### config.mk
export PLATFORM = sky130hd
export DESIGN_NAME = uart_listen_rx
export DESIGN_NICKNAME = d
export VERILOG_FILES = /design/src/inc/uart_listen_pkg.sv /design/src/inc/baud_if.sv /design/src/inc/stream_if.sv /design/src/baud_gen.sv /design/src/rx_buf.sv /design/src/uart_listen_rx.sv
export SDC_FILE = /design/constraint.sdc
export NUM_CORES = 1
export LEC_CHECK = 0
export CAP_MARGIN = 25
export CELL_PAD_IN_SITES_DETAIL_PLACEMENT = 2
export CELL_PAD_IN_SITES_GLOBAL_PLACEMENT = 2
export CORE_UTILIZATION = 40
export DETAILED_ROUTE_END_ITERATION = 8
export DONT_BUFFER_PORTS = 1
export PLACE_DENSITY = 0.87
export SETUP_SLACK_MARGIN = 0.15
export SLEW_MARGIN = 25
export SYNTH_ARGS = -nofsm -noshare
export SYNTH_HDL_FRONTEND = slang
export SYNTH_SLANG_ARGS = --single-unit
### constraint.sdc
create_clock -name i_mclk -period 2.55 [get_ports i_mclk]
set_input_delay 0.51 -clock i_mclk [delete_from_list [all_inputs] [get_ports i_mclk]]
set_output_delay 0.51 -clock i_mclk [all_outputs]
set_load 0.01 [all_outputs]
### src/inc/uart_listen_pkg.sv
// constants and types shared by the low-power listening receiver
package uart_listen_pkg;
    localparam int DATA_W   = 9;
    localparam int DIV_W    = 7;
    localparam int PRS_W    = 4;
    localparam int PRE_W    = 15;
    localparam int GAP_W    = 16;
    localparam int BITCNT_W = 4;
    localparam int SYNC_W   = 3;

    // frame data lengths
    localparam logic [BITCNT_W-1:0] BITS_8 = 4'h8;
    localparam logic [BITCNT_W-1:0] BITS_9 = 4'h9;

    // receiver sequencing
    typedef enum logic [2:0] {
        RX_IDLE,
        RX_START,
        RX_DATA,
        RX_PARITY,
        RX_STOP
    } rx_state_t;
endpackage

### src/inc/baud_if.sv
// carrier between the receiver and its baud-rate generator
`timescale 1ns/1ps
interface baud_if;
    logic [uart_listen_pkg::PRS_W-1:0] prescale_field;
    logic [uart_listen_pkg::DIV_W-1:0] div;
    logic                              run;
    logic                              restart;
    logic                              half;

    modport gen  (input prescale_field, input div, input run, input restart, output half);
    modport user (output prescale_field, output div, output run, output restart, input half);
endinterface

### src/inc/stream_if.sv
// carrier for received characters into the receive buffer
`timescale 1ns/1ps
interface stream_if;
    logic                               valid;
    logic                               ready;
    logic [uart_listen_pkg::DATA_W-1:0] data;

    modport src (output valid, output data, input ready);
    modport snk (input valid, input data, output ready);
endinterface

### src/baud_gen.sv
// power-of-two prescaler and half-bit divider
`timescale 1ns/1ps
module baud_gen (
    input  wire logic i_mclk,
    input  wire logic i_nrst,
    baud_if.gen       b
);
    import uart_listen_pkg::*;

    typedef struct packed {
        logic [PRE_W-1:0] pre;
        logic [DIV_W-1:0] dc;
        logic             half;
    } bg_t;

    bg_t              st_reg;
    bg_t              st_next;
    logic             tick;
    logic [PRE_W-1:0] mask;

    // operation clock enable and divider
    always_comb begin
        st_next = st_reg;
        mask = PRE_W'((GAP_W'(1) << b.prescale_field) - GAP_W'(1));
        tick = b.run && ((st_reg.pre & mask) == mask);
        st_next.pre = (b.restart || !b.run) ? '0 : st_reg.pre + PRE_W'(1);
        st_next.half = 1'b0;
        if (b.restart) begin
            st_next.dc = '0;
        end else if (tick) begin
            if (st_reg.dc == b.div) begin
                st_next.dc = '0;
                st_next.half = 1'b1;
            end else begin
                st_next.dc = st_reg.dc + DIV_W'(1);
            end
        end
    end

    always_ff @(posedge i_mclk or negedge i_nrst) begin
        if (!i_nrst) begin
            st_reg <= '0;
        end else begin
            st_reg <= st_next;
        end
    end

    assign b.half = st_reg.half;

    // helper counts for the checks below
    logic [GAP_W-1:0] gap;
    logic [DIV_W:0]   nticks;
    logic             seen_t;
    logic             seen_h;
    always_ff @(posedge i_mclk or negedge i_nrst) begin
        if (!i_nrst) begin
            gap <= '0;
            nticks <= '0;
            seen_t <= 1'b0;
            seen_h <= 1'b0;
        end else begin
            gap <= (tick || b.restart || !b.run) ? GAP_W'(1) : gap + GAP_W'(1);
            seen_t <= (b.restart || !b.run) ? 1'b0 : (tick ? 1'b1 : seen_t);
            seen_h <= (b.restart || !b.run) ? 1'b0 : (st_reg.half ? 1'b1 : seen_h);
            if (b.restart || st_reg.half) begin
                nticks <= {7'h00, tick};
            end else if (tick) begin
                nticks <= nticks + 8'h01;
            end
        end
    end
endmodule

### src/rx_buf.sv
// two-entry receive buffer with valid and ready on both sides
`timescale 1ns/1ps
module rx_buf (
    input  wire logic                               i_mclk,
    input  wire logic                               i_nrst,
    stream_if.snk                                   s,
    output logic     [uart_listen_pkg::DATA_W-1:0]  o_data,
    output logic                                    o_valid,
    input  wire logic                               i_ready
);
    import uart_listen_pkg::*;

    typedef struct packed {
        logic [DATA_W-1:0] head;
        logic [DATA_W-1:0] tail;
        logic              hv;
        logic              tv;
    } buf_t;

    buf_t st_reg;
    buf_t st_next;

    // pop from head, push into first free slot
    always_comb begin
        st_next = st_reg;
        if (st_reg.hv && i_ready) begin
            st_next.head = st_reg.tail;
            st_next.hv = st_reg.tv;
            st_next.tv = 1'b0;
        end
        if (s.valid && !st_reg.tv) begin
            if (!st_next.hv) begin
                st_next.head = s.data;
                st_next.hv = 1'b1;
            end else begin
                st_next.tail = s.data;
                st_next.tv = 1'b1;
            end
        end
    end

    always_ff @(posedge i_mclk or negedge i_nrst) begin
        if (!i_nrst) begin
            st_reg <= '0;
        end else begin
            st_reg <= st_next;
        end
    end

    assign s.ready = !st_reg.tv;
    assign o_data  = st_reg.head;
    assign o_valid = st_reg.hv;
endmodule

### src/uart_listen_rx.sv
// uart receive channel with low-power listening wake and baud generator
`timescale 1ns/1ps

module uart_listen_rx (
    input  wire logic                               i_mclk,
    input  wire logic                               i_nrst,
    input  wire logic                               i_rxd,
    input  wire logic                               i_halted,
    input  wire logic                               i_wake_enable_bit,
    input  wire logic                               i_channel_start_trigger,
    input  wire logic                               i_channel_halt_trigger,
    input  wire logic                               i_error_output_control,
    input  wire logic                               i_listen_error_suppress,
    input  wire logic                               i_flag_clear,
    input  wire logic                               i_clock_source_select_bit,
    input  wire logic [uart_listen_pkg::PRS_W-1:0]  i_prs_low,
    input  wire logic [uart_listen_pkg::PRS_W-1:0]  i_prs_high,
    input  wire logic [uart_listen_pkg::DIV_W-1:0]  i_divider,
    input  wire logic                               i_nine_bit,
    input  wire logic                               i_parity_en,
    input  wire logic                               i_parity_odd,
    input  wire logic                               i_data_ready,
    output logic      [uart_listen_pkg::DATA_W-1:0] o_data,
    output logic                                    o_data_valid,
    output logic                                    o_channel_enabled_status,
    output logic                                    o_transfer_busy_flag,
    output logic                                    o_parity_error_flag,
    output logic                                    o_framing_error_flag,
    output logic                                    o_overrun_error_flag,
    output logic                                    o_transfer_end_interrupt,
    output logic                                    o_receive_error_interrupt,
    output logic                                    o_listen_mode,
    output logic                                    o_clock_request
);
    import uart_listen_pkg::*;

    typedef struct packed {
        logic [SYNC_W-1:0]   sync;
        logic                rx;
        rx_state_t           state;
        logic                phase;
        logic [BITCNT_W-1:0] bitcnt;
        logic [DATA_W-1:0]   shreg;
        logic                par;
        logic                perr;
        logic                restart;
        logic                enabled;
        logic                busy;
        logic                listen;
        logic                clk_req;
        logic                pef;
        logic                fef;
        logic                ovf;
        logic                end_irq;
        logic                err_irq;
        logic                push;
        logic [DATA_W-1:0]   pdata;
    } rx_t;

    rx_t                 st_reg;
    rx_t                 st_next;
    logic                fall;
    logic                active;
    logic                half;
    logic                end_evt;
    logic                pe;
    logic                fe;
    logic                ov;
    logic                any_err;
    logic [BITCNT_W-1:0] nbits;
    logic [DATA_W-1:0]   frame;

    baud_if   ub ();
    stream_if us ();

    // sampling runs while awake or while the clock is requested
    assign active = !i_halted || st_reg.clk_req;
    assign half   = ub.half && active;
    assign nbits  = i_nine_bit ? BITS_9 : BITS_8;
    // qualified falling edge once the two late stages agree
    assign fall   = st_reg.rx && (st_reg.sync[2] == st_reg.sync[1]) && !st_reg.sync[2];

    assign ub.prescale_field     = i_clock_source_select_bit ? i_prs_high : i_prs_low;
    assign ub.div     = i_divider;
    assign ub.run     = active && (st_reg.state != RX_IDLE);
    assign ub.restart = st_reg.restart;
    assign us.valid   = st_reg.push;
    assign us.data    = st_reg.pdata;

    // receiver, wake and flag logic
    always_comb begin
        st_next = st_reg;
        st_next.sync = {st_reg.sync[1:0], i_rxd};
        if (st_reg.sync[2] == st_reg.sync[1]) begin
            st_next.rx = st_reg.sync[2];
        end
        st_next.restart = 1'b0;
        st_next.end_irq = 1'b0;
        st_next.err_irq = 1'b0;
        st_next.push = 1'b0;
        st_next.pef = st_reg.pef && !i_flag_clear;
        st_next.fef = st_reg.fef && !i_flag_clear;
        st_next.ovf = st_reg.ovf && !i_flag_clear;
        end_evt = 1'b0;
        frame = i_nine_bit ? st_reg.shreg : {1'b0, st_reg.shreg[DATA_W-1:1]};
        pe = st_reg.perr;
        fe = !st_reg.rx;
        ov = !us.ready;
        any_err = pe || fe || ov;
        if (i_channel_start_trigger) begin
            st_next.enabled = 1'b1;
        end
        if (!st_reg.enabled || !i_wake_enable_bit) begin
            st_next.clk_req = 1'b0;
            st_next.listen = 1'b0;
        end
        case (st_reg.state)
            RX_IDLE: begin
                if (fall && st_reg.enabled) begin
                    if (!i_halted) begin
                        st_next.state = RX_START;
                    end else if (i_wake_enable_bit) begin
                        st_next.listen = 1'b1;
                        st_next.clk_req = 1'b1;
                        st_next.state = RX_START;
                    end
                    st_next.restart = (st_next.state == RX_START);
                    st_next.phase = 1'b0;
                    st_next.bitcnt = '0;
                    st_next.par = 1'b0;
                    st_next.perr = 1'b0;
                end
            end
            RX_START: begin
                // short pulse drops back to idle
                if (half) begin
                    st_next.state = st_reg.rx ? RX_IDLE : RX_DATA;
                end
            end
            RX_DATA: begin
                if (half) begin
                    st_next.phase = !st_reg.phase;
                    if (st_reg.phase) begin
                        st_next.shreg = {st_reg.rx, st_reg.shreg[DATA_W-1:1]};
                        st_next.par = st_reg.par ^ st_reg.rx;
                        st_next.bitcnt = st_reg.bitcnt + BITCNT_W'(1);
                        if (st_next.bitcnt == nbits) begin
                            st_next.state = i_parity_en ? RX_PARITY : RX_STOP;
                        end
                    end
                end
            end
            RX_PARITY: begin
                if (half) begin
                    st_next.phase = !st_reg.phase;
                    if (st_reg.phase) begin
                        st_next.perr = st_reg.par ^ st_reg.rx ^ i_parity_odd;
                        st_next.state = RX_STOP;
                    end
                end
            end
            RX_STOP: begin
                if (half) begin
                    st_next.phase = !st_reg.phase;
                    if (st_reg.phase) begin
                        end_evt = 1'b1;
                        st_next.state = RX_IDLE;
                    end
                end
            end
            default: begin
                st_next.state = RX_IDLE;
            end
        endcase
        if (end_evt) begin
            st_next.pdata = frame;
            st_next.push = us.ready;
            if (!i_listen_error_suppress) begin
                st_next.pef = st_next.pef || pe;
                st_next.fef = st_next.fef || fe;
                st_next.ovf = st_next.ovf || ov;
            end
            // error irq gated by both bits
            st_next.err_irq = any_err && i_error_output_control && !i_listen_error_suppress;
            // end irq whenever no error irq
            st_next.end_irq = !st_next.err_irq;
            st_next.listen = 1'b0;
        end
        if (i_channel_halt_trigger) begin
            st_next.enabled = 1'b0;
            st_next.state = RX_IDLE;
            st_next.clk_req = 1'b0;
            st_next.listen = 1'b0;
        end
        st_next.busy = (st_next.state != RX_IDLE);
    end

    always_ff @(posedge i_mclk or negedge i_nrst) begin
        if (!i_nrst) begin
            st_reg <= '0;
            st_reg.sync <= '1;
            st_reg.rx <= 1'b1;
            st_reg.state <= RX_IDLE;
        end else begin
            st_reg <= st_next;
        end
    end

    baud_gen u_baud (
        .i_mclk (i_mclk),
        .i_nrst (i_nrst),
        .b      (ub)
    );

    rx_buf u_buf (
        .i_mclk  (i_mclk),
        .i_nrst  (i_nrst),
        .s       (us),
        .o_data  (o_data),
        .o_valid (o_data_valid),
        .i_ready (i_data_ready)
    );

    assign o_channel_enabled_status  = st_reg.enabled;
    assign o_transfer_busy_flag      = st_reg.busy;
    assign o_parity_error_flag       = st_reg.pef;
    assign o_framing_error_flag      = st_reg.fef;
    assign o_overrun_error_flag      = st_reg.ovf;
    assign o_transfer_end_interrupt  = st_reg.end_irq;
    assign o_receive_error_interrupt = st_reg.err_irq;
    assign o_listen_mode             = st_reg.listen;
    assign o_clock_request           = st_reg.clk_req;
endmodule

==> flow_results.org, run 1 <==
** Outcome
- Run status :: finished with violations
- The checks that failed: hold timing.

** Clocking
- CTS saw 86 sinks.
- Worst-Skew Late Latency :: around 0.35 ns
- The number of clock buffers added by TritonCTS is 9.
- Clock-pin slew was measured on the worst setup and hold paths at roughly 0.070 ns.
- Clock Tree Root :: clkbuf_16
- Clock tree buffer depth :: 2
- CTS tree :: yes
- The clock tree synthesis step divided the H-tree into 3 levels.

** Detailed routing
- After detailed routing, the number of vias per cell comes to between 6 and 7.
- First-pass iteration count of the detailed router :: 4
- Wires add up to about 15,000 um.
- Once detail routing completed, the nets flagged for antenna violations numbered 0.
- The first routing iteration left 229 violations.
- Remaining routing DRC violations :: 0
- Wire per inst :: ~23 um
- Total number of vias :: between 3,000 and 4,000

** Timing
- RSZ-0062 raised after global routing :: yes
- The max-slew violation total from the final report is 0.
- The worst path needs 2.485 ns of the cycle, external delays included.
- Setup-violating endpoint count in the final report :: 0
- Hold WS :: -0.1397 ns
- Headroom to the max-slew limit came out at between 50% and 60%.
- The total count of hold-check failures in the final report was 82.
- Setup WS post-layout :: 0.06520 ns
- Share of the clock period used by the worst path :: 97.44%
- For the final database, setup skew stands at approximately 0.015 ns.
- FMAX :: between 400 and 500 MHz
- At the pin with the least slew margin, the transition time is 0.7240 ns.

** Global route
- The number of antenna violations at the first check in global routing was 0.
- Gr ovfl total :: 0
- Number of global-route vias before repair :: roughly 4,200
- Total global routing track utilization :: between 20% and 30%
- Entering global routing, the biggest net connects 87 pins.
- The first global-routing pass estimated roughly 23,000 um of wire.

** Yosys
- Share of the synthesized area in the top cell type :: between 40% and 50%
- For this run, the number of Yosys warnings is 0.
- Among all flip-flop cells after synthesis, the most frequent one is dfrtp_1.
- Synthesis produced a netlist with a net count of roughly 510.
- Top post-synthesis cells by area :: dfrtp_1, nand2_1, mux2i_1, nor2_1, mux2_2
- Syn avg cell area :: a little under 10 um2
- Seq cells post-synth :: 86
- The biggest area contributor in the post-synthesis netlist is dfrtp_1.
- Async set or reset register ratio after synthesis :: between 90% and 100%
- The netlist uses 62 different library cells.
- The mapped netlist covers 0.004562 mm2.
- After synthesis, flip-flops and latches occupy a little under half of the total area.
- Cells after synthesis :: about 480
- In this run, synthesis inferred 0 flip-flops with an integrated enable.

** Worst setup path
- Max Fanout on Critical Path :: 7
- The setup path with the least slack is of type primary input to flop.
- Crit start category :: primary input
- The worst setup path is captured at a flop.
- Required time reported for the critical path endpoint :: 2.81 ns
- Data arrives at the worst endpoint at approximately 2.7 ns.

** Cells and area
- Most frequent standard cell in the layout excluding fill and tap cells :: dfrtp_1
- Most frequent cells in the layout :: dfrtp_1, nand2_1, nor2_1
- Number of antenna repair diodes :: 0
- Share of cells above drive strength 1 :: ~16%
- Area of the multi-input gates :: approximately 0.0024 mm2
- The register with the most flip-flops in the layout has 22 of them.
- The area growth from synthesis to layout is 14.26%.
- Non-Filler Cell Area, Final :: between 0.005 and 0.006 mm2
- Sequential cell area in the final layout :: ~0.0022 mm2
- Final Instance Count excl. Fillers :: just over 600
- Counting the fill cells in the layout gives 1,127.
- The net count of the finished layout is just over 500.
- Cells fill around 47% of the core in the end.

** Floorplan
- The floorplan has 38 rows.
- Initial Util :: 41.54%
- From bottom edge to top edge, the die measures ~110 um.
- For this design the top-level I/O count stands at 49.
- Die Area :: about 0.012 mm2
- The core region is 0.01098 mm2.
- The die is about 110 um wide.

** Power
- Worst vdd ir :: 0.0003862 V
- Pwr Density :: approximately 580 mW/mm2
- Static power due to leakage :: 0.002356 uW

** Place
- The congestion estimate from routability-driven global placement came to between 0.8 and 0.9.
- After detailed placement, the total cell area comes to 0.004758 mm2.
- The number of placed instances, taps included, is roughly 600.
- After legalization and detailed placement, the total HPWL measured a little over 9000 um.
- Timing analysis after detailed placement gives a worst setup slack of -0.1440 ns.
- Count of input and output buffers :: 0

** Run
- Number of max-capacitance violations reported :: 0

** Min path
- Worst hold path type :: primary input to asynchronous set/reset pin
[critical path, cell delays in order]
cell	delay, ns
o32ai_4	0.27
nand3_2	0.13
ha_4	0.27
or2_4	0.13
o2111ai_4	0.13
a41oi_2	0.21
nand4_1	0.16
buf_4	0.18
nor3_4	0.18
buf_4	0.16
nand4b_1	0.17
a21oi_2	0.23
[cell families after synthesis]
group / after synthesis / synth area share, %
AOI/OAI and AO/OA: 92 / 13.03
xor gates and xnor gates: 24 / 4.608
adders and majority gates: 4 / 1.097
buffers and inverters: 41 / 4.553
DFF: 86 / 47.28
muxes: 36 / 8.667
and+or+nand+nor: 192 / 20.76
[path summary, 6_finish.rpt]
check | slack [ns] | cells after the start | start | endpoint
max in group asynchronous | 2.48 | 0 | i_nrst | st_reg[42]$_DFF_PN1_
min in group i_mclk | 0.17 | 0 | i_rxd | st_next[41]$_DFF_PN1_
worst min-delay path | -0.14 | 0 | i_nrst | u_baud.st_reg[11]$_DFF_PN0_
worst max register to register | 0.14 | 9 | st_reg[37]$_DFF_PN0_ | u_baud.st_reg[1]$_DFFE_PN0P_
worst max-delay path | 0.07 | 12 | i_prs_low[2] | u_baud.st_reg[1]$_DFFE_PN0P_
worst min register to register | 0.35 | 0 | st_next[41]$_DFF_PN1_ | st_next[42]$_DFF_PN1_
[cells in the mapped netlist (7+ instances only)]
cell type   n
buf_4       9
nor3_1     11
nor2_1     44
xor2_1     14
nand2_1    61
and3_1      7
mux2i_1    21
o21ai_0    23
dfrtp_1    82
o21ai_1     8
a211oi_1    7
xnor2_1    10
mux2_2     12
inv_1      16
nand3_1    21
a21oi_1    21
clkbuf_1   12
[cell type report]
type / count / area share, %
Clock inverter: 4 / 1.344
Clock buffer: 11 / 4.849
Tap cell: 140 / 3.361
Multi-Input combinational cell: 348 / 45.39
Timing Repair Buffer: 17 / 2.520
Inverter: 16 / 1.152
Sequential cell: 86 / 41.38
[through the flow]
stage | power, uW | TNS [ns] | hold slack [ns]
6_report | 3026 | 0 | -0.1397
5_1_grt | 3117 | 0 | -0.1592
4_1_cts | 3049 | 0 | -0.1589
3_5_place_dp | 1569 | -0.5751 | 0.2172
3_3_place_gp | 1560 | 0 | 0.2176
2_1_floorplan | 1536 | -0.1048 | 0.2144
[timing repair]
item	CTS	global route
buffers inserted	4	2
gates resized for setup	4	12
endpoints found under the setup margin	2	14
endpoints found under the hold margin	82	82
pin swaps	8	11
[where the power goes]
part           total (uW)  internal (uW)  switching, uW
logic                 169           77.4           91.9
clock network        1460            904            558
registers            1390           1380           17.3
total                3030           2360            667
[layer usage]
metal / track usage (%) / up-vias / share of wire (%) / wire length [um]
met2: 43.31 / 101 / 50 / 7306
met1: 31.40 / 1968 / 43 / 6271
met4: 9.363 / 0 / 1.8 / 268
li1: - / 1682 / - / -
met3: 7.352 / 22 / 5.2 / 767
met5: 0 / - / 0 / 0
(Power assumes the default switching activity.)
==> run 2, diff against run 1 <==
--- a/config.mk
+++ b/config.mk
@@ -6,11 +6,12 @@
 export NUM_CORES = 1
 export LEC_CHECK = 0
+export ABC_AREA = 1
 export CAP_MARGIN = 25
 export CELL_PAD_IN_SITES_DETAIL_PLACEMENT = 2
 export CELL_PAD_IN_SITES_GLOBAL_PLACEMENT = 2
-export CORE_UTILIZATION = 40
+export CORE_UTILIZATION = 38
 export DETAILED_ROUTE_END_ITERATION = 8
 export DONT_BUFFER_PORTS = 1
-export PLACE_DENSITY = 0.87
+export PLACE_DENSITY = 0.88
 export SETUP_SLACK_MARGIN = 0.15
 export SLEW_MARGIN = 25
==> constraint.sdc (replaced) <==
create_clock -name i_mclk -period 2.55 [get_ports i_mclk]
set_input_delay 0 -clock i_mclk [delete_from_list [all_inputs] [get_ports i_mclk]]
set_output_delay 0 -clock i_mclk [all_outputs]
set_load 0.01 [all_outputs]
==> flow_results.org, run 2 <==
** Cells and area
- From synthesis to final layout, the design area changed by 12.55%.
- The number of flip-flops in the largest register came to 22 (unchanged).
- The top cell types in the final layout, fill and taps aside, are nand2_1, dfrtp_1, inv_1.
- Number of nets in the finished design :: 626 (+22%)
- The share of post-route cells with drive strength above 1 is 10.22% (-6.2 points).
- The number of antenna cells inserted came to 0 (unchanged).
- The area of all placed cells without fillers is 0.005239 mm2 (+0.50%).
- Most frequent standard cell in the layout excluding fill and tap cells :: nand2_1
- The utilization after layout came to 43.80% (-3.7 points).

** Detailed routing
- The met1 routed wirelength after detailed routing is 5900 um (-5.9%).
- The via total after detailed routing is 4,003 (+6.1%).
- The residual DRC count is 0 (unchanged).
- Overall routed net length :: 14,050 um (-3.9%)
- The routed length on met3 came to 463 um (-40%).
- Highest routed layer :: met4
- The initial detailed-routing violation count is 114 (-50%).
- The first-pass detailed-route iteration total came to 4 (unchanged).
- The routed length per placed instance was 18.88 um (-20%).
- The routed wire length on met2 was 7456 um (+2.1%).
- The average via count per standard cell was 5.380 (-11%).
- Count of nets left with antenna violations after detail routing :: 0 (unchanged)

** Floorplan
- I/O pin count :: 49 (unchanged)
- Core Region :: 0.01196 mm2 (+8.9%)
- The die footprint came to 0.01270 mm2 (+7.3%).
- Initial Util :: 38.91% (-2.6 points)
- The site row count came to 40 (+5.3%).
- DIE WIDTH :: 112.7 um (+3.6%)
- The vertical die dimension came to 112.7 um (+3.6%).

** Power
- The combinational share of power was 8.1% (+2.5 points).
- Switching share of total power :: 25.35% (+3.3 points)
- Internal Dissipation :: 2244 uW (-4.8%)
- The part of the power in the clock network was 45.8% (-2.5 points).
- The power dissipated by switching net loads is 761.9 uW (+14%).
- The leakage power total came to 0.002511 uW (+6.6%).
- The cell area power density came to 573.8 mW/mm2 (-1.2%).
- Worst vdd ir :: 0.0002890 V (-25%)
- The total power of the final layout is 3006 uW (-0.66%).
- Power share of the sequential group :: 46.1% (about the same)

** Timing
- The number of endpoints failing setup at the final stage is 0 (unchanged).
- The shortest clock period the worst path allows after layout was 2.280 ns (-0.2049 ns).
- Worst relative slew slack :: 56.92% (+5.2 points)
- Share of the clock period used by the worst path :: 89.41% (-8.0 points)
- Max-slew violation count :: 0 (unchanged)
- The maximum clock skew at final layout is 0.008553 ns (-0.006502 ns).
- Setup tns final :: 0 ns (unchanged)
- The maximum clock frequency came to 438.6 MHz (+9.0%).
- Hold WS :: 0.008206 ns (+0.1479 ns)
- The total count of hold-check failures in the final report came to 0 (-100%).
- RSZ-0062 raised after global routing :: yes
- The slew at the pin with the worst max-slew slack came to 0.6445 ns (-0.07951 ns).

** Yosys
- For this run, the leading register cell type out of synthesis is dfrtp_1.
- The number of distinct standard cells referenced by the synthesized netlist was 40 (-35%).
- The portion of the post-synthesis area used by sequential elements came to 46.34% (-0.94 points).
- Library cell occupying the most area in the post-synthesis netlist :: dfrtp_1
- Yosys warning total :: 0 (unchanged)
- Count of flip-flops with a built-in enable after synthesis :: 0 (unchanged)
- Ranked by total cell area, the synthesized netlist is headed by dfrtp_1, nand2_1, inv_1, o21ai_0, nand3_1.
- Netlist area before placement :: 0.004654 mm2 (+2.0%)
- The proportion of netlist area held by the largest area contributor came to 44.09% (-0.89 points).
- The post-synthesis async set-or-reset flop share is 100.0% (unchanged).
- Most instantiated library cell after synthesis :: nand2_1
- The synthesized area per cell is 7.997 um2 (-17%).
- The number of standard cells after synthesis came to 582 (+23%).
- Synth Net Count :: 616 (+21%)
- Seq cells post-synth :: 86 (unchanged)
- Sorting the synthesized cells by how often they occur yields nand2_1, dfrtp_1, inv_1, nor2_1, o21ai_0.

** Clocking
- Reg clk slew, reported paths :: 0.07 ns (about the same)
- TritonCTS built the clock tree.
- The count of H-tree levels built during CTS came to 3 (unchanged).
- The number of setup buffers added after CTS was 0 (-4).
- The total CTS buffers is 9 (unchanged).
- Clock tree buffer depth :: 2 (unchanged)
- Worst-Skew Late Latency :: 0.35 ns (about the same)
- The tree is rooted in a clkbuf_16.
- Clock net sink count :: 86 (unchanged)

** Global route
- The largest net degree at the start of global routing is 87 (unchanged).
- The wire length of the first global-routing pass was 23,750 um (+4.6%).
- Total global routing track utilization :: 23.93% (-1.8 points)
- The remaining global-route overflow is 0 (unchanged).
- The number of global-route vias before repair is 4,582 (+8.2%).
- Initial antenna violation count :: 0 (unchanged)

** Min path
- Worst hold path type :: primary input to flop

** Worst setup path
- The critical path is of the flop to flop type.
- Critical-path cell with the highest stage delay :: dlygate4sd3_1
- Critical path cell sequence :: xnor2_1 -> nand3_1 -> dlygate4sd3_1 -> nor4_1 -> nor2_2 -> nand4_1 -> nand2_1
- The worst setup path is launched from a flop.
- Element type at the critical path end :: flop
- Required time reported for the critical path endpoint :: 2.79 ns (-0.02 ns)
- Buffers plus inverters on the worst setup path :: 1 (-1)
- Crit path largest cell delay :: 0.60 ns (+0.33 ns)
- Critical path arrival :: 2.52 ns (-0.22 ns)
- The cell family contributing the most delay on the critical path is simple AND/OR/NAND/NOR gates.
- The maximum fanout encountered on the critical timing path is 7 (unchanged).

** Place
- The total cell area at the placement stage was 0.004728 mm2 (-0.63%).
- Estimated wirelength of the detail-placed design :: 9541 um (+5.0%)
- Count of input and output buffers :: 0 (unchanged)
- RD Place Congestion :: 0.8060 (-4.6%)

** Outcome
- Run status :: finished, final reports clean

** Run
- The max-cap violation count is 0 (unchanged).
## run 2: cell count changes after synthesis, moves of 9 or more
cell / previous run / this run
mux2_2: 12 / 0
a31oi_1: 3 / 12
o21ai_0: 23 / 44
nor2_1: 44 / 56
nand3_1: 21 / 43
mux2i_1: 21 / 0
inv_1: 16 / 76
nand2_1: 61 / 135
nand2_4: 0 / 9
## run 2: worst register-to-register path, cell delays in order (launching register included)
cell           delay (ns)
dfrtp_1              0.44
xnor2_1              0.20
nand3_1              0.14
dlygate4sd3_1        0.60
nor4_1               0.41
nor2_2               0.16
nand4_1              0.15
nand2_1              0.06
## run 2: timing repair
action | in CTS | in global routing
hold buffers | 17 | 0
hold endpoints to repair | 112 | 0
gates resized for setup | 0 | 5
setup endpoints to repair | 0 | 11
## run 2: path summary, 6_finish.rpt
check,from,to,slack (ns),cells past startpoint
max,u_baud.st_reg[1]$_DFFE_PN0P_,u_baud.st_reg[3]$_DFFE_PN0P_,0.27,7
min,i_divider[5],u_baud.b.half$_DFF_PN0_,0.008,5
min in group asynchronous,i_nrst,u_buf.o_data[5]$_DFF_PN0_,0.22,2
max in group asynchronous,i_nrst,st_reg[42]$_DFF_PN1_,1.93,2
max reg2reg,u_baud.st_reg[1]$_DFFE_PN0P_,u_baud.st_reg[3]$_DFFE_PN0P_,0.27,7
min reg2reg,st_next[41]$_DFF_PN1_,st_next[42]$_DFF_PN1_,0.36,0
## run 2: layout make-up
class	count	area, um2
multi-input cells	395	2078
clock inverters	6	70.07
inverters	83	322.8
well taps	147	183.9
repair buffers	17	187.7
fillers	1344	6723
flip-flops and latches	86	2157
clock buffers	10	239.0
## run 2: routing by layer
metal	track usage [%]	up-vias
met5	0	-
met4	7.644	0
met3	4.050	18
met2	43.99	67
met1	28.26	2028
li1	-	1890
## run 2: cell families after synthesis
kind of cell / synth area share (%)
AOI/OAI and AO/OA: 11.21
xor gates and xnor gates: 3.011
adders and majority gates: 1.075
buffers and inverters: 9.220
DFF: 46.34
and+or+nand+nor: 29.14
## run 2: per-stage QoR
stage | worst slack [ns] | instances
6_report | 0.2701 | 744
5_1_grt | 0.1461 | 744
3_3_place_gp | 0.4913 | 711
2_1_floorplan | 0.8306 | 582
4_1_cts | 0.2130 | 744
3_5_place_dp | 0.4072 | 711
## run 2: power by group through the flow
stage | Clock, uW | Combinational [uW] | Sequential [uW]
after floorplan | 0 | 158 | 1400
after global placement | 0 | 176 | 1410
after detailed placement | 0 | 187 | 1410
after CTS | 1400 | 246 | 1390
after global routing | 1430 | 270 | 1390
final | 1380 | 242 | 1390
